$ cat src/design/pmc_pkg.sv
// Package for the power mode control register block.
// Assumes a 32-bit Avalon-MM slave with waitrequest and one 100 MHz clock.
// ----------------------------------------------------------------------------
// Constants and types
// ----------------------------------------------------------------------------
package pmc_pkg;
  // Printed offsets are not all multiples of four, so they are indices.
  localparam logic [1:0] PROT_IDX = 2'h0;
  localparam logic [1:0] CTRL_IDX = 2'h1;
  localparam logic [1:0] STOPCTL_IDX = 2'h2;
  localparam logic [1:0] STAT_IDX = 2'h3;
  localparam int ADDR_W = 4;
  localparam logic [7:0] CTRL_RESET = 8'h00;
  localparam logic [7:0] PROT_RESET = 8'h00;
  localparam logic [7:0] STOPCTL_RESET = 8'h03;
  localparam int RUN_MODE_SELECT_LSB = 5;
  localparam int ABORT_BIT = 3;
  localparam int STOP_MODE_SELECT_LSB = 0;
  localparam int PROT_VLP_BIT = 5;
  localparam int PROT_LLS_BIT = 3;
  localparam int PROT_VLLS_BIT = 1;
  localparam logic [7:0] PROT_WMASK = 8'h2A;
  localparam logic [7:0] STOPCTL_WMASK = 8'hE7;
  localparam logic [1:0] RUN_NORMAL = 2'h0;
  localparam logic [1:0] RUN_VLP = 2'h2;
  localparam logic [2:0] STOP_NORMAL = 3'h0;
  localparam logic [2:0] STOP_VLP = 3'h2;
  localparam logic [2:0] STOP_LLS = 3'h3;
  localparam logic [2:0] STOP_VLLS = 3'h4;
  localparam logic [6:0] STAT_RUN = 7'h01;
  localparam logic [6:0] STAT_VERY_LOW_POWER_RUN = 7'h04;

  typedef struct packed {
    logic [1:0] run_mode_select;
    logic stop_abort_flag;
    logic [2:0] stop_mode_select;
  } pmc_ctrl_s;

  typedef struct packed {
    logic deep_sleep_request;
    logic stop_entry_start;
    logic stop_entry_abort;
    logic exit_to_normal_run;
  } pmc_core_evt_s;

  typedef struct packed {
    logic [1:0] run_mode;
    logic [2:0] stop_mode;
    logic [2:0] deep_leak_submode;
    logic [1:0] partial_stop;
    logic stop_enter_req;
  } pmc_mode_req_s;
endpackage : pmc_pkg

$ cat src/design/pmc_bus_slave.sv
// Avalon-MM slave front end that registers one access and answers it.
// Assumes the master holds its request until waitrequest is seen low.
`timescale 1ns/1ps
`default_nettype none
module pmc_bus_slave #(
  parameter int ADDR_W = pmc_pkg::ADDR_W
) (
  input wire logic clock_in,
  input wire logic resetn_in,
  input wire logic [ADDR_W-1:0] address_in,
  input wire logic read_in,
  input wire logic write_in,
  input wire logic supervisor_in,
  output logic waitrequest_out,
  output logic acc_rd_out,
  output logic acc_wr_out,
  output logic [ADDR_W-1:0] acc_addr_out
);
  // The low two address bits select the register, so fewer cannot work.
  if (ADDR_W < 2) begin : g_addr_check
    $error("ADDR_W too small");
  end

  // A one-cycle access pulse; waitrequest drops in the cycle after it.
  logic done_reg;

  always_ff @(posedge clock_in or negedge resetn_in) begin
    if (!resetn_in) begin
      done_reg <= 1'b0;
    end else begin
      done_reg <= (read_in || write_in) && !done_reg;
    end
  end

  always_comb begin
    waitrequest_out = (read_in || write_in) && !done_reg;
    acc_rd_out = read_in && !done_reg;
    acc_wr_out = write_in && !done_reg && supervisor_in;
    acc_addr_out = address_in;
  end
endmodule : pmc_bus_slave
`default_nettype wire

$ cat src/design/pmc_top.sv
// Power mode control register with its protection, stop control and status.
// Assumes a 32-bit Avalon-MM master and a core that reports stop entry events
// synchronously on clock_in.
//
// The implementer's own choice: the Avalon-MM register port.
`timescale 1ns/1ps
`default_nettype none
module pmc_top (
  input wire logic clock_in,
  input wire logic resetn_in,
  input wire logic [pmc_pkg::ADDR_W-1:0] address_in,
  input wire logic read_in,
  input wire logic write_in,
  input wire logic [31:0] writedata_in,
  input wire logic [3:0] byteenable_in,
  input wire logic supervisor_in,
  input wire pmc_pkg::pmc_core_evt_s core_evt_in,
  input wire logic [6:0] power_mode_status_in,
  output logic waitrequest_out,
  output logic [31:0] readdata_out,
  output logic [1:0] response_out,
  output var pmc_pkg::pmc_mode_req_s mode_req_out
);
  // --------------------------------------------------------------------------
  // Bus front end
  // --------------------------------------------------------------------------
  logic acc_rd;
  logic acc_wr;
  logic [pmc_pkg::ADDR_W-1:0] acc_addr;

  pmc_bus_slave #(.ADDR_W(pmc_pkg::ADDR_W)) u_bus (
    .clock_in(clock_in),
    .resetn_in(resetn_in),
    .address_in(address_in),
    .read_in(read_in),
    .write_in(write_in),
    .supervisor_in(supervisor_in),
    .waitrequest_out(waitrequest_out),
    .acc_rd_out(acc_rd),
    .acc_wr_out(acc_wr),
    .acc_addr_out(acc_addr)
  );

  function automatic logic hit(input logic [pmc_pkg::ADDR_W-1:0] a, input logic [1:0] idx);
    hit = (a == {{(pmc_pkg::ADDR_W-2){1'b0}}, idx});
  endfunction : hit

  logic mapped;
  logic lane0;
  logic [7:0] wbyte;
  assign mapped = (acc_addr[pmc_pkg::ADDR_W-1:2] == '0);
  assign lane0 = byteenable_in[0];
  assign wbyte = writedata_in[7:0];

  // --------------------------------------------------------------------------
  // Registers
  // --------------------------------------------------------------------------
  pmc_pkg::pmc_ctrl_s ctrl_reg;
  logic [7:0] prot_reg;
  logic prot_written_reg;
  logic [7:0] stopctl_reg;
  logic [1:0] run_next;
  logic [2:0] stop_next;
  logic prot_wr_ok;
  logic ctrl_wr;

  assign ctrl_wr = acc_wr && hit(acc_addr, pmc_pkg::CTRL_IDX) && lane0;
  assign prot_wr_ok = acc_wr && hit(acc_addr, pmc_pkg::PROT_IDX) && lane0 &&
                      !prot_written_reg;

  // Only one write after reset reaches the protection register.
  always_ff @(posedge clock_in or negedge resetn_in) begin
    if (!resetn_in) begin
      prot_reg <= pmc_pkg::PROT_RESET;
      prot_written_reg <= 1'b0;
    end else if (prot_wr_ok) begin
      prot_reg <= wbyte & pmc_pkg::PROT_WMASK;
      prot_written_reg <= 1'b1;
    end
  end

  always_ff @(posedge clock_in or negedge resetn_in) begin
    if (!resetn_in) begin
      stopctl_reg <= pmc_pkg::STOPCTL_RESET;
    end else if (acc_wr && hit(acc_addr, pmc_pkg::STOPCTL_IDX) && lane0) begin
      stopctl_reg <= wbyte & pmc_pkg::STOPCTL_WMASK;
    end
  end

  // Run mode write: accepted only when allowed and a defined code.
  always_comb begin
    run_next = ctrl_reg.run_mode_select;
    if (ctrl_wr) begin
      if (wbyte[pmc_pkg::RUN_MODE_SELECT_LSB +: 2] == pmc_pkg::RUN_NORMAL) begin
        run_next = pmc_pkg::RUN_NORMAL;
      end else if (wbyte[pmc_pkg::RUN_MODE_SELECT_LSB +: 2] == pmc_pkg::RUN_VLP &&
                   prot_reg[pmc_pkg::PROT_VLP_BIT]) begin
        run_next = pmc_pkg::RUN_VLP;
      end
    end
    if (core_evt_in.exit_to_normal_run) begin
      run_next = pmc_pkg::RUN_NORMAL;
    end
  end

  // A refused code leaves the field as it was, so the current mode stays.
  function automatic logic stop_allowed(input logic [2:0] code, input logic [7:0] prot);
    unique case (code)
      pmc_pkg::STOP_NORMAL: stop_allowed = 1'b1;
      pmc_pkg::STOP_VLP: stop_allowed = prot[pmc_pkg::PROT_VLP_BIT];
      pmc_pkg::STOP_LLS: stop_allowed = prot[pmc_pkg::PROT_LLS_BIT];
      pmc_pkg::STOP_VLLS: stop_allowed = prot[pmc_pkg::PROT_VLLS_BIT];
      default: stop_allowed = 1'b0;
    endcase
  endfunction : stop_allowed

  always_comb begin
    stop_next = ctrl_reg.stop_mode_select;
    if (ctrl_wr && stop_allowed(wbyte[pmc_pkg::STOP_MODE_SELECT_LSB +: 3], prot_reg)) begin
      stop_next = wbyte[pmc_pkg::STOP_MODE_SELECT_LSB +: 3];
    end
    if (prot_wr_ok) begin
      stop_next = pmc_pkg::STOP_NORMAL;
    end
  end

  // Mode fields reset only by the power-on reset wired to resetn_in.
  // The whole register is kept in one process so that it has a single driver.
  // Abort flag: an abort in the entry-start cycle wins over the clear.
  always_ff @(posedge clock_in or negedge resetn_in) begin
    if (!resetn_in) begin
      ctrl_reg.run_mode_select <= pmc_pkg::CTRL_RESET[pmc_pkg::RUN_MODE_SELECT_LSB +: 2];
      ctrl_reg.stop_mode_select <= pmc_pkg::CTRL_RESET[pmc_pkg::STOP_MODE_SELECT_LSB +: 3];
      ctrl_reg.stop_abort_flag <= pmc_pkg::CTRL_RESET[pmc_pkg::ABORT_BIT];
    end else begin
      ctrl_reg.run_mode_select <= run_next;
      ctrl_reg.stop_mode_select <= stop_next;
      if (core_evt_in.stop_entry_abort) begin
        ctrl_reg.stop_abort_flag <= 1'b1;
      end else if (core_evt_in.stop_entry_start) begin
        ctrl_reg.stop_abort_flag <= 1'b0;
      end
    end
  end

  // --------------------------------------------------------------------------
  // Read data and response
  // --------------------------------------------------------------------------
  logic [7:0] rd_byte;
  always_comb begin
    rd_byte = 8'h00;
    unique case (acc_addr[1:0])
      pmc_pkg::PROT_IDX: rd_byte = prot_reg;
      pmc_pkg::CTRL_IDX: rd_byte = {1'b0, ctrl_reg.run_mode_select, 1'b0,
                                    ctrl_reg.stop_abort_flag,
                                    ctrl_reg.stop_mode_select};
      pmc_pkg::STOPCTL_IDX: rd_byte = stopctl_reg;
      pmc_pkg::STAT_IDX: rd_byte = {1'b0, power_mode_status_in};
    endcase
  end

  // Both answers are registered so they stand at the edge waitrequest is low.
  always_ff @(posedge clock_in or negedge resetn_in) begin
    if (!resetn_in) begin
      readdata_out <= 32'h0000_0000;
      response_out <= 2'h0;
    end else if (acc_rd || write_in && waitrequest_out) begin
      readdata_out <= (acc_rd && mapped) ? {24'h00_0000, rd_byte} : 32'h0000_0000;
      if (!mapped) begin
        response_out <= 2'h3;
      end else if (write_in && !supervisor_in) begin
        response_out <= 2'h2;
      end else begin
        response_out <= 2'h0;
      end
    end
  end

  // --------------------------------------------------------------------------
  // Mode request to the power controller
  // --------------------------------------------------------------------------
  // Registered modes already passed the protection check, so any request
  // carries an allowed code only.
  always_ff @(posedge clock_in or negedge resetn_in) begin
    if (!resetn_in) begin
      mode_req_out <= '0;
    end else begin
      mode_req_out.run_mode <= ctrl_reg.run_mode_select;
      mode_req_out.stop_mode <= ctrl_reg.stop_mode_select;
      mode_req_out.deep_leak_submode <=
        (ctrl_reg.stop_mode_select == pmc_pkg::STOP_VLLS) ? stopctl_reg[2:0] : 3'h0;
      mode_req_out.partial_stop <=
        (ctrl_reg.stop_mode_select == pmc_pkg::STOP_NORMAL) ? stopctl_reg[7:6] : 2'h0;
      mode_req_out.stop_enter_req <= core_evt_in.deep_sleep_request;
    end
  end
endmodule : pmc_top
`default_nettype wire

$ cat config.mk
export PLATFORM = sky130hd
export DESIGN_NAME = pmc_top
export DESIGN_NICKNAME = d
export VERILOG_FILES = /design/src/design/pmc_pkg.sv /design/src/design/pmc_bus_slave.sv /design/src/design/pmc_top.sv
export SDC_FILE = /design/constraint.sdc
export NUM_CORES = 1
export LEC_CHECK = 0
export BUFFER_PORTS_ARGS = -buffer_cell sky130_fd_sc_hd__buf_2
export CELL_PAD_IN_SITES_DETAIL_PLACEMENT = 1
export CELL_PAD_IN_SITES_GLOBAL_PLACEMENT = 1
export CORE_MARGIN = 3
export CORE_UTILIZATION = 35
export CTS_BUF_LIST = sky130_fd_sc_hd__clkbuf_4
export DETAILED_ROUTE_END_ITERATION = 8
export PLACE_DENSITY = 0.95
export SYNTH_ARGS = -nofsm -noshare
export SYNTH_HDL_FRONTEND = slang
export SYNTH_SLANG_ARGS = --single-unit
$ cat constraint.sdc
create_clock -name clock_in -period 5.15 [get_ports clock_in]
set_clock_uncertainty 0.1 [all_clocks]
set_input_delay 0.2575 -clock clock_in [delete_from_list [all_inputs] [get_ports clock_in]]
set_output_delay 0.2575 -clock clock_in [all_outputs]
set_load 0.02 [all_outputs]
==> results.toml, run 1 <==
[final_layout]
fillers = 535
n_antenna_cell = 0
largest_reg_flops = 10
drive_gt1_frac = 0.330
nets = 264
area_growth_pct = 17.2

[clock_network]
numCtsBuffers = 5
clockBufferDepth = 2
insertion_delay_ps = 350
cts.root.buffer_cell = "clkbuf_4"
cts_tree = "yes"
path_clk_slew_ps = 100
htreeDepth = 2
numClockSinks = 36

[timing]
max_clock_freq_mhz = 534
slew_headroom = 0.393
rsz0062_at_grt = "no"
hold_ws_ps = 43.8
setup_viol = 0
finalHoldViolCount = 0
slew_viol_final = 0
finalCritPeriodShare = 0.364
worst_slack_ps = 3280
worst_slew_pin_slew_ps = 909
fin_crit_ps = 1870
tns_ps = 0

[power_and_ir_drop]
ir_drop_uv = 85.8
p_per_area_nw_per_um2 = 276
total_power_mw = 0.553
leakagePower_nw = 1.06

[detailed_routing]
totalWireLength_um = 4140
ant_nets = 0
route.detailed.drc = 0
initialDrtViolationCount = 37
dr.pass1.iters = 3
routed-via-count = 1232
vias_per_cell = 4.50
routedWlPerCell_um = 15.1

[yosys]
synth_edf_count = 0
synthTopCellsByCount = "dfrtp_1 (34), buf_4 (25), nand2_1 (17), o21ai_0 (12), mux2_2 (7)"
netlist_instances = 154
synth_seq_cells = 36
synth_top_area_frac = 0.498
synth_area_um2 = 1710
ys_seq_area_frac = 0.529
syn_area_per_cell_um2 = 11.1
post-synth-top-count-cell = "dfrtp_1"
yosysTopAreaCell = "dfrtp_1"
synth_warnings = 0
synth_area_leaders = "dfrtp_1 (50%), buf_4 (11%), mux2_2 (4.6%)"
ys_async_sr_fraction = 1.00
synth-main-ff-cell = "dfrtp_1"
synthDistinctLibCells = 35

[worst_hold_path]
hold_path_class = "in2reg"
worstHoldPathCells = 2

[global_routing]
grt_start_max_net_pins = 37
overflow = 0
antenna_found_initial = 0
grt_pass1_vias = 1271
grtUsageTotal = 0.152
grt_pass1_wl_um = 6220

[run]
cap_violations = 0

[critical_path]
critPathLaunch = "u_bus.done_reg$_DFF_PN0_"
crit_arrival_ps = 1520
r2r_slack_ps = 3290
path_max_fanout = 13
r2r_cells = 3
r2r-end = "prot_reg[5]$_DFFE_PN0P_"
required_ps = 4790
worstReg2RegStart = "u_bus.done_reg$_DFF_PN0_"
crit_end = "waitrequest_out"
critical_path_class = "reg2out"
critPathCaptureType = "output port"
crit_path_start_kind = "register"

[placed_design]
place_ws_ps = 3270
portBuffers = 48
gp_congestion = 0.796
place_hpwl_um = 3250

[floorplan]
core_um2 = 4530
die_x_um = 75.9
io_pins = 102
rows = 24
initial_core_util = 0.377
die_y_um = 75.9
die_area_um2 = 5750

[run_status]
status = "finished clean"
## layout by cell type, fill, tap and decap left out, types with 5 or more instances in the layout
| cell type | count |
|---|---|
| mux2_2 | 7 |
| clkbuf_4 | 6 |
| buf_2 | 48 |
| nand2_1 | 17 |
| conb_1 | 25 |
| o21ai_0 | 12 |
| inv_1 | 5 |
| dfrtp_1 | 34 |
## power breakdown
part | total, mW | switching (mW) | internal (mW)
logic | 0.0964 | 0.0619 | 0.0345
registers | 0.313 | 0.0114 | 0.301
clock network | 0.144 | 0.0881 | 0.0557
total | 0.553 | 0.161 | 0.391
## worst min-delay path by stage
stage | startpoint | to
global route | writedata_in[7] | stopctl_reg[7]$_DFFE_PN0P_
CTS | writedata_in[7] | stopctl_reg[7]$_DFFE_PN0P_
finish | writedata_in[7] | stopctl_reg[7]$_DFFE_PN0P_
detailed placement | core_evt_in[3] | mode_req_out[0]$_DFF_PN0_
floorplan | resetn_in | ctrl_reg[0]$_DFFE_PN0P_
global placement | resetn_in | mode_req_out[0]$_DFF_PN0_
## per-layer routing
metal | part of all wire | global-route usage
met5 | 0 | 0
met4 | 0.025 | 0.0874
met3 | 0.054 | 0.0303
met2 | 0.54 | 0.273
met1 | 0.38 | 0.165
## kinds of logic (layout without fill, tap and decap cells)
| group | Yosys count | count (layout) | share of synthesized area |
|---|---|---|---|
| AOI/OAI and AO/OA | 24 | 24 | 0.0865 |
| buffers and inverters | 34 | 65 | 0.134 |
| DFF | 36 | 36 | 0.529 |
| muxes | 14 | 14 | 0.100 |
| other | 1 | 25 | 0.00220 |
| and+or+nand+nor | 45 | 45 | 0.148 |
## metrics by stage
stage / cells / util / cell area, um^2
3_3_place_gp: 262 / 0.421 / 1910
3_5_place_dp: 262 / 0.421 / 1910
6_report: 274 / 0.442 / 2000
5_1_grt: 274 / 0.442 / 2000
4_1_cts: 274 / 0.442 / 2000
2_1_floorplan: 178 / - / 1800
## critical path: stages, from the launching register on
cell      delay, ps
dfrtp_1         390
o21bai_1        430
inv_1           150
buf_2           210
## repair_timing
item                                   in CTS  in global routing
resized for setup                           0                  0
hold buffers                                4                  0
setup endpoints to repair                   0                  0
endpoints found under the hold margin      37                  0
buffers inserted                            0                  0
## final cells by class
| type | instances | area, um^2 | area share |
|---|---|---|---|
| flip-flops and latches | 36 | 903 | 0.451 |
| multi-input cells | 108 | 666 | 0.332 |
| repair buffers | 52 | 280 | 0.140 |
| well taps | 65 | 81.3 | 0.0406 |
| clock buffers | 6 | 45.0 | 0.0225 |
| inverters | 5 | 18.8 | 0.00938 |
| clock inverters | 2 | 7.51 | 0.00375 |
Power figures use the tool's default switching activity.
==> inputs of run 2 (changes only) <==
--- a/config.mk
+++ b/config.mk
@@ -9,10 +9,10 @@
 export CELL_PAD_IN_SITES_DETAIL_PLACEMENT = 1
 export CELL_PAD_IN_SITES_GLOBAL_PLACEMENT = 1
 export CORE_MARGIN = 3
-export CORE_UTILIZATION = 35
+export CORE_UTILIZATION = 29
 export CTS_BUF_LIST = sky130_fd_sc_hd__clkbuf_4
 export DETAILED_ROUTE_END_ITERATION = 8
-export PLACE_DENSITY = 0.95
+export PLACE_DENSITY = 0.85
 export SYNTH_ARGS = -nofsm -noshare
 export SYNTH_HDL_FRONTEND = slang
 export SYNTH_SLANG_ARGS = --single-unit
==> constraint.sdc (replaced) <==
create_clock -name clock_in -period 1.53 [get_ports clock_in]
set_clock_uncertainty 0.1 [all_clocks]
set_input_delay 0.0765 -clock clock_in [delete_from_list [all_inputs] [get_ports clock_in]]
set_output_delay 0.0765 -clock clock_in [all_outputs]
set_load 0.02 [all_outputs]
==> results.toml, run 2 (synthesis results as in run 1) <==
[placed_design]
place_hpwl_um = 3360
place_ws_ps = -246
place_area_um2 = 2010
gp_congestion = 0.777
place_inst = 281
portBuffers = 48

[power_and_ir_drop]
intPower_mw = 1.40
leakagePower_nw = 1.20
switching_share = 0.292
ir_drop_uv = 315
p_seq_frac = 0.533
total_power_mw = 1.97
clkPwrFrac = 0.265
p_comb_frac = 0.201
p_per_area_nw_per_um2 = 859
p_switching_mw = 0.576

[timing]
fin_crit_ps = 1780
worst_slack_ps = -251
tns_ps = -2030
rsz0062_at_grt = "yes"
hold_ws_ps = 64.8
finalCritPeriodShare = 1.16
max_clock_freq_mhz = 562
slew_viol_final = 0
finalHoldViolCount = 0
setup_viol = 21

[final_layout]
mostFrequentLayoutCell = "buf_2"
largest_reg_flops = 10
final_cell_mix = "buf_2 (47), dfrtp_1 (34), conb_1 (25), dlygate4sd3_1 (18), nand2_1 (14)"
nets = 291
fin_util = 0.410
drive_gt1_frac = 0.386
final_cells = 308
area_growth_pct = 34.6
design_area_um2 = 2300
n_antenna_cell = 0

[clock_network]
insertion_delay_ps = 350
cts.root.buffer_cell = "clkbuf_4"
numCtsBuffers = 5
path_clk_slew_ps = 110
clockBufferDepth = 2
htreeDepth = 2
numClockSinks = 36
cts_tree = "yes"

[floorplan]
die_y_um = 82.7
rows = 27
io_pins = 102
die_area_um2 = 6850
initial_core_util = 0.305
die_x_um = 82.7
core_um2 = 5610

[critical_path]
crit_arrival_ps = 1910
critical_path_class = "reg2reg"
slowest_stage = "or4_4"
crit_path_start_kind = "register"
crit_chain = "or3_4, or4_4, mux2_4"
critPathMaxStageDelay_ps = 530
path_max_fanout = 3
required_ps = 1660
critPathCaptureType = "register"

[detailed_routing]
routedWlPerCell_um = 14.7
wl_met3_um = 279
route.detailed.drc = 0
route.met2.wl_um = 2440
initialDrtViolationCount = 79
dr.pass1.iters = 4
drt-met1-wl_um = 1690
routed-via-count = 1375
totalWireLength_um = 4530
vias_per_cell = 4.46
ant_nets = 0
top_layer = "met4"

[worst_hold_path]
hold_path_class = "in2reg"

[run_status]
failed_checks = "negative setup slack"
status = "finished with violations"

[global_routing]
grt_pass1_wl_um = 7060
antenna_found_initial = 0
grt_pass1_vias = 1479
grt_start_max_net_pins = 37
grtUsageTotal = 0.143
overflow = 0

[run]
cap_violations = 0
==> run 2: cell type report <==
cell class	instances	area, um^2
Tap cell	72	90.1
Clock inverter	1	5.00
Fill cell	656	3310
Multi-Input combinational cell	108	704
Clock buffer	7	52.6
Sequential cell	36	903
Timing Repair Buffer	79	524
Inverter	5	18.8
==> run 2: what timing repair did <==
| action | in CTS | in global routing |
|---|---|---|
| cloned | 0 | 0 |
| hold endpoints to repair | 54 | 0 |
| setup buffers | 1 | 0 |
| gates resized for setup | 5 | 7 |
| endpoints found under the setup margin | 8 | 22 |
| hold buffers | 18 | 0 |
| pin swaps | 3 | 1 |
==> run 2: metal layers <==
metal  vias up  track usage
li1        640            -
met1       678        0.149
met2        48        0.260
met3         9       0.0390
met4         0       0.0719
met5         -            0
==> run 2: worst paths after layout <==
path                                          start                     endpoint  slack (ps)  cells after the start
hold reg to reg             ctrl_reg[5]$_DFFE_PN0P_   mode_req_out[10]$_DFF_PN0_         330                      0
max in group asynchronous                 resetn_in   stopctl_reg[0]$_DFFE_PN1P_         770                      3
min in group asynchronous                 resetn_in      ctrl_reg[5]$_DFFE_PN0P_         210                      3
setup reg to reg           u_bus.done_reg$_DFF_PN0_      prot_reg[3]$_DFFE_PN0P_        -250                      3
setup / recovery           u_bus.done_reg$_DFF_PN0_      prot_reg[3]$_DFFE_PN0P_        -250                      3
hold / removal              power_mode_status_in[6]  readdata_out[6]$_DFFE_PN0P_          60                      4
==> run 2: power groups by stage <==
stage | logic (mW) | clock network (mW) | registers, mW
CTS | 0.395 | 0.542 | 1.05
global route | 0.440 | 0.592 | 1.06
detailed placement | 0.342 | 0 | 1.07
floorplan | 0.219 | 0 | 1.09
global placement | 0.328 | 0 | 1.07
finish | 0.398 | 0.523 | 1.05
==> run 2: worst max-delay path, delay by kind of cell (launching register included) <==
| kind | cells | cell delay, ps |
|---|---|---|
| flip-flops | 1 | 400 |
| multiplexers | 1 | 310 |
| AND/OR/NAND/NOR | 2 | 870 |
==> inputs of run 3 (changes only) <==
--- a/config.mk
+++ b/config.mk
@@ -5,14 +5,14 @@
 export SDC_FILE = /design/constraint.sdc
 export NUM_CORES = 1
 export LEC_CHECK = 0
-export BUFFER_PORTS_ARGS = -buffer_cell sky130_fd_sc_hd__buf_2
+export BUFFER_PORTS_ARGS = -buffer_cell sky130_fd_sc_hd__clkbuf_2
 export CELL_PAD_IN_SITES_DETAIL_PLACEMENT = 1
 export CELL_PAD_IN_SITES_GLOBAL_PLACEMENT = 1
 export CORE_MARGIN = 3
-export CORE_UTILIZATION = 29
+export CORE_UTILIZATION = 35
 export CTS_BUF_LIST = sky130_fd_sc_hd__clkbuf_4
 export DETAILED_ROUTE_END_ITERATION = 8
-export PLACE_DENSITY = 0.85
+export PLACE_DENSITY = 0.95
 export SYNTH_ARGS = -nofsm -noshare
 export SYNTH_HDL_FRONTEND = slang
 export SYNTH_SLANG_ARGS = --single-unit
==> constraint.sdc (replaced) <==
create_clock -name clock_in -period 2.05 [get_ports clock_in]
set_clock_uncertainty 0.1 [all_clocks]
set_input_delay 0.1025 -clock clock_in [delete_from_list [all_inputs] [get_ports clock_in]]
set_output_delay 0.1025 -clock clock_in [all_outputs]
set_load 0.02 [all_outputs]
==> results.toml, run 3 (synthesis results as in run 1) <==
[final_layout]
n_antenna_cell = 0
final_cell_mix = "clkbuf_2 (48), dfrtp_1 (34), conb_1 (25), nand2_1 (17), dlygate4sd3_1 (16)"
area_growth_pct = 25.0
nets = 278
mostFrequentLayoutCell = "clkbuf_2"
largest_reg_flops = 10
drive_gt1_frac = 0.324

[timing]
finalCritPeriodShare = 0.943
hold_ws_ps = 9.10
max_clock_freq_mhz = 517
slew_headroom = 0.411
tns_ps = 0
setup_viol = 0
finalHoldViolCount = 0
worst_slew_pin_slew_ps = 884
slew_viol_final = 0
rsz0062_at_grt = "no"
fin_crit_ps = 1930

[critical_path]
crit_chain = "dlygate4sd3_1, clkbuf_2, or3_4, or4_4, mux2_4"
slowest_stage = "or4_4"
path_max_fanout = 8
crit_path_start_kind = "primary input"
required_ps = 2190
critPathCaptureType = "register"
critPathMaxStageDelay_ps = 560
crit_arrival_ps = 2070
critical_path_class = "in2reg"
r2r_slack_ps = 190

[clock_network]
cts.root.buffer_cell = "clkbuf_4"
post_cts_buffers = 0
cts.repair.resized = 0
numClockSinks = 36
clockBufferDepth = 2
insertion_delay_ps = 350
hold_buffers = 16
cts_tree = "yes"
path_clk_slew_ps = 100
htreeDepth = 2
numCtsBuffers = 5

[detailed_routing]
ant_nets = 0
totalWireLength_um = 4260
route.detailed.drc = 0
routedWlPerCell_um = 14.8
initialDrtViolationCount = 84
routed-via-count = 1304
vias_per_cell = 4.54
dr.pass1.iters = 4

[global_routing]
grt_pass1_wl_um = 6560
grtUsageTotal = 0.158
grt_start_max_net_pins = 37
antenna_found_initial = 0
grt_pass1_vias = 1324
overflow = 0

[floorplan]
io_pins = 102
initial_core_util = 0.377
rows = 24
die_area_um2 = 5750
core_um2 = 4530
die_y_um = 75.9
die_x_um = 75.9

[power_and_ir_drop]
p_per_area_nw_per_um2 = 665
leakagePower_nw = 1.11
ir_drop_uv = 210

[worst_hold_path]
hold_path_class = "in2reg"

[placed_design]
portBuffers = 48
gp_congestion = 0.786
place_hpwl_um = 3170

[run_status]
status = "finished clean"

[run]
cap_violations = 0
run 3: final timing paths:
check	depth (start not counted)	startpoint	endpoint
min in group asynchronous	2	resetn_in	mode_req_out[1]$_DFF_PN0_
worst min register to register	0	ctrl_reg[5]$_DFFE_PN0P_	mode_req_out[10]$_DFF_PN0_
worst min-delay path	3	power_mode_status_in[3]	readdata_out[3]$_DFFE_PN0P_
worst max register to register	3	u_bus.done_reg$_DFF_PN0_	prot_reg[3]$_DFFE_PN0P_
max in group asynchronous	2	resetn_in	mode_req_out[3]$_DFF_PN0_
worst max-delay path	5	address_in[3]	prot_reg[3]$_DFFE_PN0P_
run 3: power by group:
part	total (mW)	switching [mW]	internal [mW]	leakage [nW]
clock	0.366	0.227	0.139	0.0315
sequential	0.788	0.0312	0.757	0.478
combinational	0.265	0.159	0.105	0.599
total	1.42	0.417	1.00	1.11
run 3: worst max-delay path, delay by kind of cell:
family	cells	cell delay, ps
buffers and inverters	2	680
muxes	1	320
and+or+nand+nor	2	970
run 3: layout make-up:
| cell class | count | area [um^2] |
|---|---|---|
| clock buffer | 6 | 45.0 |
| clock inverter | 1 | 5.00 |
| fill | 533 | 2400 |
| inverter | 5 | 18.8 |
| multi-input combinational | 108 | 666 |
| sequential | 36 | 903 |
| tap | 65 | 81.3 |
| timing repair buffer | 66 | 415 |
run 3: metrics by stage:
stage / setup WS (ps) / cell area (um^2) / instances / total power, mW / util
global placement: 234 / 1920 / 264 / 1.03 / 0.424
finish: 117 / 2130 / 287 / 1.42 / 0.471
detailed placement: 206 / 1920 / 264 / 1.04 / 0.424
CTS: 132 / 2130 / 287 / 1.43 / 0.471
floorplan: 225 / 1800 / 178 / 0.977 / -
global route: 77.3 / 2130 / 287 / 1.49 / 0.471
run 3: layer usage:
metal  vias up  GRT usage  share of wire
met1       632      0.176           0.37
met4         0     0.0738          0.024
met5         -          0              0
met2        47      0.280           0.54
met3         8     0.0369          0.063
li1        617          -              -
